==> config.mk <==
export PLATFORM = sky130hd
export DESIGN_NAME = mcu_memory_space_decoder
export DESIGN_NICKNAME = d
export VERILOG_FILES = /design/src/mem_space_pkg.sv /design/src/internal_decode.sv /design/src/mcu_memory_space_decoder.sv /design/src/pin_sync.sv
export SDC_FILE = /design/constraint.sdc
export NUM_CORES = 1
export LEC_CHECK = 0
export BUFFER_PORTS_ARGS = -buffer_cell sky130_fd_sc_hd__buf_2
export CORE_MARGIN = 2
export CORE_UTILIZATION = 47
export DETAILED_ROUTE_END_ITERATION = 16
export HOLD_SLACK_MARGIN = 0.15
export PLACE_DENSITY_LB_ADDON = 0.2
export SETUP_SLACK_MARGIN = 0.15
export SYNTH_ARGS = -nofsm -noshare
export SYNTH_HDL_FRONTEND = slang
export SYNTH_SLANG_ARGS = --single-unit
==> constraint.sdc <==
create_clock -name clk -period 1.95 [get_ports clk]
set_input_delay 0.39 -clock clk [delete_from_list [all_inputs] [get_ports clk]]
set_output_delay 0.39 -clock clk [all_outputs]
set_load 0.005 [all_outputs]
==> src/mem_space_pkg.sv <==
package mem_space_pkg;
  localparam logic [15:0] RESET_ADDR = 16'h0000;
  localparam logic [15:0] VECTOR_BASE = 16'h0003;
  localparam int VECTOR_SHIFT = 3;
  localparam logic [15:0] ROM4K_LAST = 16'h0fff;
  localparam logic [15:0] ROM8K_LAST = 16'h1fff;
  localparam logic [7:0] UPPER_BASE = 8'h80;
  localparam logic [7:0] BIT_AREA_BASE = 8'h20;
  localparam logic [7:0] BIT_AREA_LAST = 8'h2f;
  localparam logic [7:0] BANK_AREA_LAST = 8'h1f;
  localparam logic [7:0] SFR_BIT_BASE = 8'h80;
  localparam int PAGE_BITS = 3;
  localparam logic [7:0] PSW_RESET = 8'h00;
  localparam int PSW_BANK_HI = 4;
  localparam int PSW_BANK_LO = 3;

  typedef enum logic [1:0] {
    ROM_NONE,
    ROM_4K,
    ROM_8K
  } rom_size_t;

  typedef enum logic [1:0] {
    SPACE_LOWER,
    SPACE_UPPER,
    SPACE_SFR,
    SPACE_NONE
  } space_t;

  typedef enum logic [1:0] {
    XADDR_ONE_BYTE,
    XADDR_TWO_BYTE,
    XADDR_PAGED
  } xaddr_mode_t;

  typedef struct packed {
    logic valid;
    logic write;
    xaddr_mode_t mode;
    logic [15:0] addr;
    logic [7:0] wdata;
  } xdata_req_t;

  typedef struct packed {
    space_t space;
    logic [7:0] byteAddr;
    logic [2:0] bitIndex;
    logic isBit;
  } internal_sel_t;

  function automatic logic [15:0] vector_addr(input logic [1:0] src);
    vector_addr = VECTOR_BASE + {11'h000, src, 3'h0};
  endfunction
endpackage

==> src/internal_decode.sv <==
`timescale 1ns/1ps
module internal_decode #(
  parameter logic HAS_UPPER = 1'b1
) (
  input wire logic [7:0] addr,
  input wire logic indirect,
  input wire logic isBitOp,
  input wire logic isBankReg,
  input wire logic [1:0] bankSel,
  output mem_space_pkg::internal_sel_t sel
);
  wire logic [7:0] bankAddr = {3'h0, bankSel, addr[2:0]};
  wire logic [7:0] bitRamByte =
    mem_space_pkg::BIT_AREA_BASE + {4'h0, addr[6:3]};
  wire logic [7:0] bitSfrByte = {addr[7:3], 3'h0};
  wire logic high = addr >= mem_space_pkg::UPPER_BASE;
  wire logic bitHigh = addr >= mem_space_pkg::SFR_BIT_BASE;
  always_comb begin
    sel.isBit = isBitOp;
    sel.bitIndex = isBitOp ? addr[2:0] : 3'h0;
    sel.byteAddr = addr;
    sel.space = mem_space_pkg::SPACE_LOWER;
    if (isBankReg) begin
      sel.byteAddr = bankAddr;
    end else if (isBitOp) begin
      sel.byteAddr = bitHigh ? bitSfrByte : bitRamByte;
      sel.space = bitHigh ? mem_space_pkg::SPACE_SFR
                          : mem_space_pkg::SPACE_LOWER;
    end else if (high && !indirect) begin
      sel.space = mem_space_pkg::SPACE_SFR;
    end else if (high) begin
      sel.space = HAS_UPPER ? mem_space_pkg::SPACE_UPPER
                            : mem_space_pkg::SPACE_NONE;
    end
  end
endmodule // internal_decode

==> src/mcu_memory_space_decoder.sv <==
`timescale 1ns/1ps
module mcu_memory_space_decoder #(
  parameter mem_space_pkg::rom_size_t ROM_SIZE = mem_space_pkg::ROM_4K,
  parameter logic HAS_UPPER = 1'b1
) (
  input wire logic clk,
  input wire logic nrst,
  input wire logic externalAccessStrap,
  input wire logic fetchReq,
  input wire logic [15:0] fetchAddr,
  input wire logic intReq,
  input wire logic [1:0] intSrc,
  input wire logic [7:0] romData,
  input wire mem_space_pkg::xdata_req_t xdataReq,
  input wire logic [15:0] dataPointer,
  input wire logic useDataPointer,
  input wire logic [7:0] intAddr,
  input wire logic intIndirect,
  input wire logic intBitOp,
  input wire logic intBankReg,
  input wire logic pswWrite,
  input wire logic [7:0] pswData,
  input wire logic [7:0] portZeroLatch,
  input wire logic [7:0] portTwoLatch,
  input wire logic [7:0] portZeroIn,
  output logic [15:0] romAddr,
  output logic [7:0] codeByte,
  output logic codeValid,
  output logic busy,
  output logic [7:0] xdataRdata,
  output logic xdataDone,
  output logic [7:0] portZeroOut,
  output logic [7:0] portZeroOe,
  output logic [7:0] portTwoOut,
  output logic addressLatchStrobe,
  output logic programStoreStrobeN,
  output logic dataReadStrobeN,
  output logic dataWriteStrobeN,
  output logic [7:0] processorStatusWord,
  output mem_space_pkg::internal_sel_t intSel,
  output logic isInternalFetch
);
  typedef enum logic [2:0] {
    IDLE, ADDR, LATCH, STROBE, SAMPLE
  } bus_state_t;

  bus_state_t state;
  logic strap;
  logic fetchKind;
  logic writeKind;
  logic [15:0] busAddr;
  logic [7:0] busWdata;
  logic keepPortTwo;
  logic firstFetch;
  logic romPending;
  mem_space_pkg::internal_sel_t selNext;

  pin_sync strapSync (
    .clk(clk),
    .nrst(nrst),
    .pin(externalAccessStrap),
    .level(strap)
  );

  internal_decode #(.HAS_UPPER(HAS_UPPER)) decodeUnit (
    .addr(intAddr),
    .indirect(intIndirect),
    .isBitOp(intBitOp),
    .isBankReg(intBankReg),
    .bankSel({processorStatusWord[mem_space_pkg::PSW_BANK_HI],
              processorStatusWord[mem_space_pkg::PSW_BANK_LO]}),
    .sel(selNext)
  );

  wire logic [15:0] reqPc = firstFetch ? mem_space_pkg::RESET_ADDR
                                        : fetchAddr;
  wire logic [15:0] pc = intReq ? mem_space_pkg::vector_addr(intSrc)
                                : reqPc;
  wire logic inRom =
    (ROM_SIZE == mem_space_pkg::ROM_4K) ?
      (pc <= mem_space_pkg::ROM4K_LAST) :
    (ROM_SIZE == mem_space_pkg::ROM_8K) ?
      (pc <= mem_space_pkg::ROM8K_LAST) : 1'b0;
  wire logic internalFetch = strap && inRom;
  // sixteen bits only from the pointer
  wire logic [15:0] xAddr = useDataPointer ? dataPointer
                                           : {8'h00, xdataReq.addr[7:0]};
  wire logic [7:0] pageHigh =
    {portTwoLatch[7:mem_space_pkg::PAGE_BITS],
     xdataReq.addr[mem_space_pkg::PAGE_BITS+7:8]};
  wire logic idle = state == IDLE;
  wire logic startFetch = idle && fetchReq;
  wire logic startData = idle && !fetchReq && xdataReq.valid;

  always_ff @(posedge clk) begin
    if (!nrst) begin
      processorStatusWord <= mem_space_pkg::PSW_RESET;
    end else if (pswWrite) begin
      processorStatusWord <= pswData;
    end
  end

  always_ff @(posedge clk) begin
    if (!nrst) begin
      intSel <= '0;
    end else begin
      intSel <= selNext;
    end
  end

  always_ff @(posedge clk) begin
    if (!nrst) begin
      firstFetch <= 1'b1;
    end else if (startFetch) begin
      firstFetch <= 1'b0;
    end
  end

  always_ff @(posedge clk) begin
    if (!nrst) begin
      romPending <= 1'b0;
    end else begin
      romPending <= startFetch && internalFetch;
    end
  end

  always_ff @(posedge clk) begin
    if (!nrst) begin
      romAddr <= mem_space_pkg::RESET_ADDR;
      isInternalFetch <= 1'b0;
    end else if (startFetch) begin
      romAddr <= pc;
      isInternalFetch <= internalFetch;
    end
  end

  always_ff @(posedge clk) begin
    if (!nrst) begin
      state <= IDLE;
      fetchKind <= 1'b0;
      writeKind <= 1'b0;
      busAddr <= 16'h0000;
      busWdata <= 8'h00;
      keepPortTwo <= 1'b0;
    end else begin
      unique case (state)
        IDLE: begin
          if (startFetch && !internalFetch) begin
            state <= ADDR;
            fetchKind <= 1'b1;
            writeKind <= 1'b0;
            busAddr <= pc;
            keepPortTwo <= 1'b0;
          end else if (startData) begin
            state <= ADDR;
            fetchKind <= 1'b0;
            writeKind <= xdataReq.write;
            busWdata <= xdataReq.wdata;
            unique case (xdataReq.mode)
              mem_space_pkg::XADDR_TWO_BYTE: begin
                busAddr <= xAddr;
                keepPortTwo <= !useDataPointer;
              end
              mem_space_pkg::XADDR_PAGED: begin
                busAddr <= {pageHigh, xdataReq.addr[7:0]};
                keepPortTwo <= 1'b0;
              end
              default: begin
                busAddr <= {portTwoLatch, xdataReq.addr[7:0]};
                keepPortTwo <= 1'b1;
              end
            endcase
          end
        end
        ADDR: state <= LATCH;
        LATCH: state <= STROBE;
        STROBE: state <= SAMPLE;
        SAMPLE: state <= IDLE;
        default: state <= IDLE;
      endcase
    end
  end

  always_ff @(posedge clk) begin
    if (!nrst) begin
      portZeroOut <= 8'h00;
      portZeroOe <= 8'h00;
      portTwoOut <= 8'h00;
      addressLatchStrobe <= 1'b0;
      programStoreStrobeN <= 1'b1;
      dataReadStrobeN <= 1'b1;
      dataWriteStrobeN <= 1'b1;
    end else begin
      addressLatchStrobe <= 1'b0;
      programStoreStrobeN <= 1'b1;
      dataReadStrobeN <= 1'b1;
      dataWriteStrobeN <= 1'b1;
      portZeroOut <= portZeroLatch;
      portZeroOe <= 8'hff;
      portTwoOut <= portTwoLatch;
      unique case (state)
        ADDR: begin
          portZeroOut <= busAddr[7:0];
          addressLatchStrobe <= 1'b1;
          portTwoOut <= keepPortTwo ? portTwoLatch : busAddr[15:8];
        end
        LATCH, STROBE: begin
          portZeroOut <= busWdata;
          portZeroOe <= writeKind ? 8'hff : 8'h00;
          portTwoOut <= keepPortTwo ? portTwoLatch : busAddr[15:8];
          programStoreStrobeN <= !fetchKind;
          dataReadStrobeN <= fetchKind || writeKind;
          dataWriteStrobeN <= !writeKind;
        end
        default: begin
        end
      endcase
    end
  end

  always_ff @(posedge clk) begin
    if (!nrst) begin
      codeByte <= 8'h00;
      codeValid <= 1'b0;
      xdataRdata <= 8'h00;
      xdataDone <= 1'b0;
      busy <= 1'b0;
    end else begin
      codeValid <= 1'b0;
      xdataDone <= 1'b0;
      busy <= !idle || startFetch || startData;
      if (romPending) begin
        codeByte <= romData;
        codeValid <= 1'b1;
      end
      if (state == SAMPLE && fetchKind) begin
        codeByte <= portZeroIn;
        codeValid <= 1'b1;
      end
      if (state == SAMPLE && !fetchKind) begin
        xdataRdata <= writeKind ? busWdata : portZeroIn;
        xdataDone <= 1'b1;
      end
    end
  end

  chk_rom_no_strobe: assert property (
    @(posedge clk) disable iff (!nrst)
    (startFetch && internalFetch) |=> programStoreStrobeN [*4])
    else $error("program strobe during internal fetch");
  chk_fetch_sequence: assert property (
    @(posedge clk) disable iff (!nrst)
    (startFetch && !internalFetch) |-> ##2 addressLatchStrobe
      ##1 (!programStoreStrobeN && portZeroOe == 8'h00))
    else $error("external fetch sequence wrong");
  // data strobes only on data access
  chk_data_strobes: assert property (
    @(posedge clk) disable iff (!nrst)
    (!dataReadStrobeN || !dataWriteStrobeN) |-> (!fetchKind && !idle))
    else $error("data strobe outside data access");
  chk_reset_fetch: assert property (
    @(posedge clk) disable iff (!nrst)
    (startFetch && firstFetch && !intReq)
      |=> romAddr == mem_space_pkg::RESET_ADDR)
    else $error("first fetch not at zero");
  chk_strap_low: assert property (
    @(posedge clk) disable iff (!nrst)
    (startFetch && !strap) |=> !isInternalFetch)
    else $error("fetch internal with strap low");
  chk_sfr_direct: assert property (
    @(posedge clk) disable iff (!nrst)
    (intIndirect && !intBitOp && !intBankReg)
      |=> intSel.space != mem_space_pkg::SPACE_SFR)
    else $error("special space reached indirectly");
  chk_bank_select: assert property (
    @(posedge clk) disable iff (!nrst)
    intBankReg |=> intSel.byteAddr[4:3] ==
      $past({processorStatusWord[mem_space_pkg::PSW_BANK_HI],
             processorStatusWord[mem_space_pkg::PSW_BANK_LO]}))
    else $error("bank select wrong");
  chk_bit_map: assert property (
    @(posedge clk) disable iff (!nrst)
    (intBitOp && !intBankReg && intAddr < mem_space_pkg::SFR_BIT_BASE)
      |=> intSel.byteAddr == mem_space_pkg::BIT_AREA_BASE
        + {4'h0, $past(intAddr[6:3])})
    else $error("bit address mapping wrong");
endmodule // mcu_memory_space_decoder

==> src/pin_sync.sv <==
`timescale 1ns/1ps
module pin_sync (
  input wire logic clk,
  input wire logic nrst,
  input wire logic pin,
  output logic level
);
  logic s1;
  logic s2;
  logic s3;
  always_ff @(posedge clk) begin
    if (!nrst) begin
      s1 <= 1'b0;
      s2 <= 1'b0;
      s3 <= 1'b0;
      level <= 1'b0;
    end else begin
      s1 <= pin;
      s2 <= s1;
      s3 <= s2;
      if (s2 == s3) begin
        level <= s3;
      end
    end
  end
endmodule // pin_sync
======== After elaboration in Yosys (flattened, before gate mapping) ========
Cells that the tools add are included.
operators by class
  $add $sub $neg .......................... 2
  magnitude comparators ................... 2
  eq/ne operators ......................... 8
  multiplexer cells ....................... 35
  bitwise gates (word level) .............. 2
  reductions and logical operators ........ 29
operator list
  kind                                                                                count
  16-bit two-way mux                                                                  5
  8-bit two-way mux                                                                   9
  16-bit case mux with 2 select lines                                                 1
  16-bit by 12-bit less-or-equal comparator with 1-bit output, second input constant  1
  8-bit case mux with 2 select lines                                                  1
  3-bit case mux with 4 select lines                                                  1
  1-bit two-way mux                                                                   11
  1-bit logical AND                                                                   9
  8-bit >= comparator, second input constant                                          1
  6-bit by 4-bit adder with 7-bit output, first input constant                        1
  1-bit zero test                                                                     7
  2-bit by 5-bit adder with 6-bit output, first input constant                        1
  3-bit by 2-bit equality test with 1-bit output, second input constant               2
  2-bit two-way mux                                                                   3
  3-bit two-way mux                                                                   2
  2-bit AND reduction                                                                 3
  5-bit two-way mux                                                                   1
  2-bit nonzero test                                                                  2
  2-bit OR reduction                                                                  2
  3-bit by 1-bit equality test with 1-bit output, second input constant               1
  3-bit equality test, second input constant                                          1
  3-bit zero test                                                                     1
  1-bit logical OR                                                                    3
  3-bit by 1-bit != test with 1-bit output, second input constant                     1
  other kinds (7)                                                                     8
storage, ports and cells
  register bits ........................... 122
  input bits .............................. 120
  output and inout bits ................... 86
  logic and storage cells ................. 110

======== Longest topological paths before layout ========
  word-level depth ........................ 8
  gate-level depth with buffers ........... 7
  mapped depth without buffers ............ 6

======== By module ========
A second synthesis with hierarchy kept.
unflattened totals
  cell total of the unflattened synthesis .. 556
  area, all modules ....................... 5043.6 um2
by module, submodules not included
  module                    times used  cells an instance  area an instance (um2)  seq. area each (um2)
  mcu_memory_space_decoder  1           520                4745.8                  2222.1
  internal_decode           1           26                 181.4                   0.0
  pin_sync                  1           10                 116.4                   80.1

======== Least setup slack after synthesis ========
Ideal clock, no wire load.
  path type ............................... input -> register
  start ................................... input xdataReq[24] (netlist name)
  end ..................................... register busAddr[0]
  library setup time ...................... 0.138 ns
  arrival time ............................ 1.663 ns
  slack ................................... 0.150 ns
  cell stages on the path ................. 7
  path buffers ............................ 1
  path through ............................ inv_1 > ha_1 > or2_2 > clkbuf_1 > a21o_1 > a22oi_1 > o221ai_1
between the ends
  word-level cells in the longest chain between the ends .. 4
RTL lines
  what                                                                                          line                             source
  from (decl)                                                                                   mcu_memory_space_decoder.sv:14   input wire mem_space_pkg::xdata_req_t xdataReq,
  2-bit equality test / 2-bit by 1-bit equality test with 1-bit output (equally long branches)  mcu_memory_space_decoder.sv:159  unique case (xdataReq.mode)
  16-bit case mux with 2 select lines *                                                         mcu_memory_space_decoder.sv:159
  16-bit two-way mux *                                                                          mcu_memory_space_decoder.sv:154  end else if (startData) begin
  16-bit two-way mux *                                                                          mcu_memory_space_decoder.sv:148  if (startFetch && !internalFetch) begin
  to (signal assigned)                                                                          mcu_memory_space_decoder.sv:152  busAddr <= pc;
  to (signal assigned)                                                                          mcu_memory_space_decoder.sv:161  busAddr <= xAddr;
  to (signal assigned)                                                                          mcu_memory_space_decoder.sv:165  busAddr <= {pageHigh, xdataReq.addr[7:0]};
  to (decl)                                                                                     mcu_memory_space_decoder.sv:51   logic [15:0] busAddr;
Every way passes the cells marked *; elsewhere a longest branch is shown, timed or not. The select of a mux whose other input is x is not followed.
A chain may end at the register's enable or synchronous reset.

======== Final worst setup path ========
  start ................................... register state[2]
  end ..................................... register busAddr[12]
between the ends
  word-level cells in the longest chain between the ends .. 5
RTL lines
  what                                  line                                                             source
  from (decl)                           mcu_memory_space_decoder.sv:47                                   bus_state_t state;
  from (signal assigned)                mcu_memory_space_decoder.sv:139                                  state <= IDLE;
  from (signal assigned)                mcu_memory_space_decoder.sv:149                                  state <= ADDR;
  from (signal assigned)                mcu_memory_space_decoder.sv:155                                  state <= ADDR;
  3-bit zero test *                     mcu_memory_space_decoder.sv:91, mcu_memory_space_decoder.sv:146
  1-bit logical AND (on tied branches)  mcu_memory_space_decoder.sv:93, mcu_memory_space_decoder.sv:92
  1-bit logical AND (on tied branches)  mcu_memory_space_decoder.sv:93, mcu_memory_space_decoder.sv:148
  2-bit nonzero test (no line)          -
  2-bit AND reduction (no line)         -
Every way passes the cells marked *; elsewhere a longest branch is shown, timed or not.

==> flow_summary_export.csv <==
group,metric,value,unit
status,status,"completed",
timing,slew_headroom,0.5583,
cells_and_area,fin_area,0.006782,mm2
critical_path,reg2reg_to,"busAddr[12]",
routing,wl_per_cell,15.55,um
cells_and_area,nets,884,
job,maxCapViolations,0,
yosys,syn_area,0.004659,mm2
cells_and_area,synthToLayoutAreaGrowth,45.54,%
critical_path,startpoint_type,"flop",
yosys,syn-num-nets,639,
routing,first_pass_iters,4,
clock_tree,cts_buffers,17,
yosys,synth-seq-cells,115,
timing,finalSetupViolCount,0,
global_route,track_usage,0.2632,
floorplanning,die_h,103.6,um
power,total_leakage_power,3.088,nW
power,vdd_drop_max,0.8083,mV
global_route,grt_max_degree,24,
clock_tree,htree_levels,4,
floorplanning,die_area,0.01073,mm2
clock_tree,cts.clk_slew.worst_paths,0.05,ns
placement,place_ws,-0.01731,ns
critical_path,critPathMaxStageDelay,0.63,ns
min_path,hold_path.class,"primary input to flop",
yosys,syn_inst,517,
routing,routed_via_density,5.308,
critical_path,r2r-start,"state[2]",
clock_tree,cts_setup_buffers,0,
critical_path,crit_path_end_kind,"flop",
clock_tree,clock_sinks,115,
placement,port_buffers,200,
critical_path,rrSetupSlack,0.22,ns
min_path,min_to,"romAddr[10]",
timing,final-max-slew-violation-count,0,
cells_and_area,antenna_cells,0,
floorplanning,die_w,103.6,um
routing,drc,0,
timing,finalHoldViolCount,0,
clock_tree,clk_latency,0.50,ns
clock_tree,cts_tree,"done",
min_path,hold_start,"fetchAddr[10]",
critical_path,crit_chain,"or4b_1 -> nor3_4 -> nand2_1 -> a221oi_2",
cells_and_area,drive_gt1_frac,0.3515,
critical_path,crit_path_start,"state[2]",
clock_tree,cts_max_path_buffers,2,
placement,placed_cell_area,0.005864,mm2
global_route,grt_pass1_vias,4716,
timing,fmax,0.5785,GHz
global_route,antenna_found_initial,0,
timing,rsz0062_at_grt,"yes",
timing,finalWorstSetupSlack,0.2214,ns
timing,min_period,1.729,ns
critical_path,cp.required,2.36,ns
routing,drt-initial-drc-count,180,
global_route,grt-ovfl-total,0,
critical_path,slowest_stage,"or4b_1",
yosys,syn_avg_cell_area,9.013,um2
timing,clock_skew,0.008384,ns
floorplanning,pin_count,206,
timing,fin_setup_tns,0,ns
cells_and_area,fin_util,0.7003,
critical_path,cp_max_fo,9,
placement,dpl.hpwl,9.989,mm
min_path,holdPathStages,3,
cells_and_area,reg_top3,"busAddr (16), romAddr (16), intSel (14)",
yosys,ys_warn_count,0,
global_route,grt_pass1_wl,22.87,mm
timing,period_share,0.8865,
clock_tree,cts_root_buffer,"clkbuf_8",
placement,place_congestion,0.8565,
critical_path,r2r_cells,4,
critical_path,crit_arrival,2.14,ns
yosys,synth_seq_area_share,0.4941,
placement,dp.cells,839,
routing,vias,4798,
routing,antenna_left,0,
critical_path,crit_type,"flop to flop",
cells_and_area,layoutNonFillerInstCount,904,
yosys,synthDistinctLibCells,50,
floorplanning,start_util,0.4811,
floorplanning,rows,36,
timing,worstMarginPinSlew,0.6617,ns
routing,drt-total-wl,14.06,mm
floorplanning,core,0.009684,mm2
power,power.density,1062,mW/mm2
worst max-delay path by stage:
stage	to	slack, ns
finish	busAddr[12]	0.22
global route	busAddr[12]	0.13
CTS	busAddr[12]	0.23
detailed placement	busAddr[12]	-0.02
global placement	busAddr[10]	0.04
floorplan	busAddr[0]	0.24
layout make-up:
class | count | area [um2]
timing repair buffer | 268 | 1604
fill | 779 | 2903
clock inverter | 6 | 55.05
inverter | 13 | 48.80
multi-input combinational | 347 | 2122
sequential | 115 | 2302
tap | 133 | 166.4
clock buffer | 22 | 483.0
per-layer routing:
metal,GRT usage,vias up,routed length [um]
li1,-,2304,-
met1,0.3241,2262,5868
met2,0.4409,203,6937
met3,0.06419,29,916
met4,0.1110,0,335
met5,0,-,0
synthesized netlist by cell type (all sizes together):
| cell | number | area share |
|---|---|---|
| a221oi | 5 | 0.011 |
| nor2b | 5 | 0.0067 |
| a221o | 3 | 0.0064 |
| a21o | 1 | 0.0016 |
| nor3 | 7 | 0.011 |
| nand3b | 1 | 0.0016 |
| a21oi | 38 | 0.041 |
| or2 | 1 | 0.0013 |
| o21ai | 5 | 0.0054 |
| buf | 19 | 0.026 |
| a311oi | 8 | 0.015 |
| o211ai | 1 | 0.0027 |
| nand2b | 2 | 0.0027 |
| and2 | 5 | 0.0067 |
| and3b | 1 | 0.0019 |
| nor2 | 62 | 0.050 |
| nand3 | 27 | 0.029 |
| and3 | 7 | 0.0094 |
| nor4 | 2 | 0.0054 |
| o31ai | 1 | 0.0016 |
| clkbuf | 23 | 0.019 |
| mux2i | 34 | 0.073 |
| nand2 | 67 | 0.054 |
| inv | 13 | 0.010 |
| ha | 2 | 0.0054 |
| o221ai | 9 | 0.017 |
| xnor2 | 1 | 0.0019 |
| nor4b | 1 | 0.0051 |
| mux2 | 1 | 0.0024 |
| or4 | 2 | 0.0040 |
| o21a | 2 | 0.0032 |
| a31oi | 2 | 0.0027 |
| o32ai | 1 | 0.0019 |
| a211oi | 17 | 0.027 |
| or4b | 1 | 0.0021 |
| a22oi | 8 | 0.013 |
| o211a | 1 | 0.0021 |
| nand4 | 6 | 0.0081 |
| dfxtp | 115 | 0.49 |
| a22o | 5 | 0.0094 |
| nor3b | 4 | 0.0064 |
| a2111oi | 1 | 0.0019 |
placed cells by master (no fill, tap or decap), types with 4 or more instances in the layout:
cell type	netlist	routed
dlygate4sd3_1	0	37
nor3b_1	4	4
and3_1	7	7
o21ai_0	5	5
nor3_1	5	5
a22o_1	5	5
dfxtp_1	115	115
buf_2	4	200
nand2_1	67	67
clkinv_2	0	5
a311oi_1	8	8
clkbuf_16	0	16
o221ai_1	9	9
nand3_1	27	27
nor2_1	62	62
a21oi_1	38	38
and2_1	5	5
a22oi_1	8	8
buf_4	10	31
a221oi_1	4	4
clkbuf_8	0	6
mux2i_1	34	34
nand4_1	6	6
a211oi_1	17	17
inv_1	12	12
nor2b_1	5	5
through the flow:
| stage | power (mW) | hold WS, ns |
|---|---|---|
| 6_report | 7.199 | 0.1707 |
| 5_1_grt | 7.521 | 0.1607 |
| 4_1_cts | 7.215 | 0.1510 |
| 3_5_place_dp | 4.343 | 0.4465 |
| 3_3_place_gp | 4.300 | 0.4389 |
| 2_1_floorplan | 3.714 | 0.4119 |
what timing repair did:
| item | CTS | global route |
|---|---|---|
| resized for setup | 0 | 1 |
| endpoints found under the hold margin | 42 | 0 |
| hold buffers | 37 | 0 |
| endpoints found under the setup margin | 0 | 1 |
cell families (layout without fill, tap and decap cells):
kind of cell,after synthesis,after routing,share of synthesized area
compound gates,108,108,0.1627
xor+xnor,1,1,0.001880
fa+ha+maj,2,2,0.005370
buf+inv,55,309,0.05504
flops,115,115,0.4941
mux,35,35,0.07546
simple gates,201,201,0.2054
report_power, final:
part	switching, mW	internal [mW]
registers	0.171	2.62
clock network	0.998	1.81
logic	0.857	0.743
critical path, delay by kind of cell (launching register included):
family / cells / cell delay, ns
AO/OA/AOI/OAI: 1 / 0.26
flip-flops: 1 / 0.43
AND/OR/NAND/NOR: 3 / 0.96
Note: power is estimated with default switching activity, not from simulation.
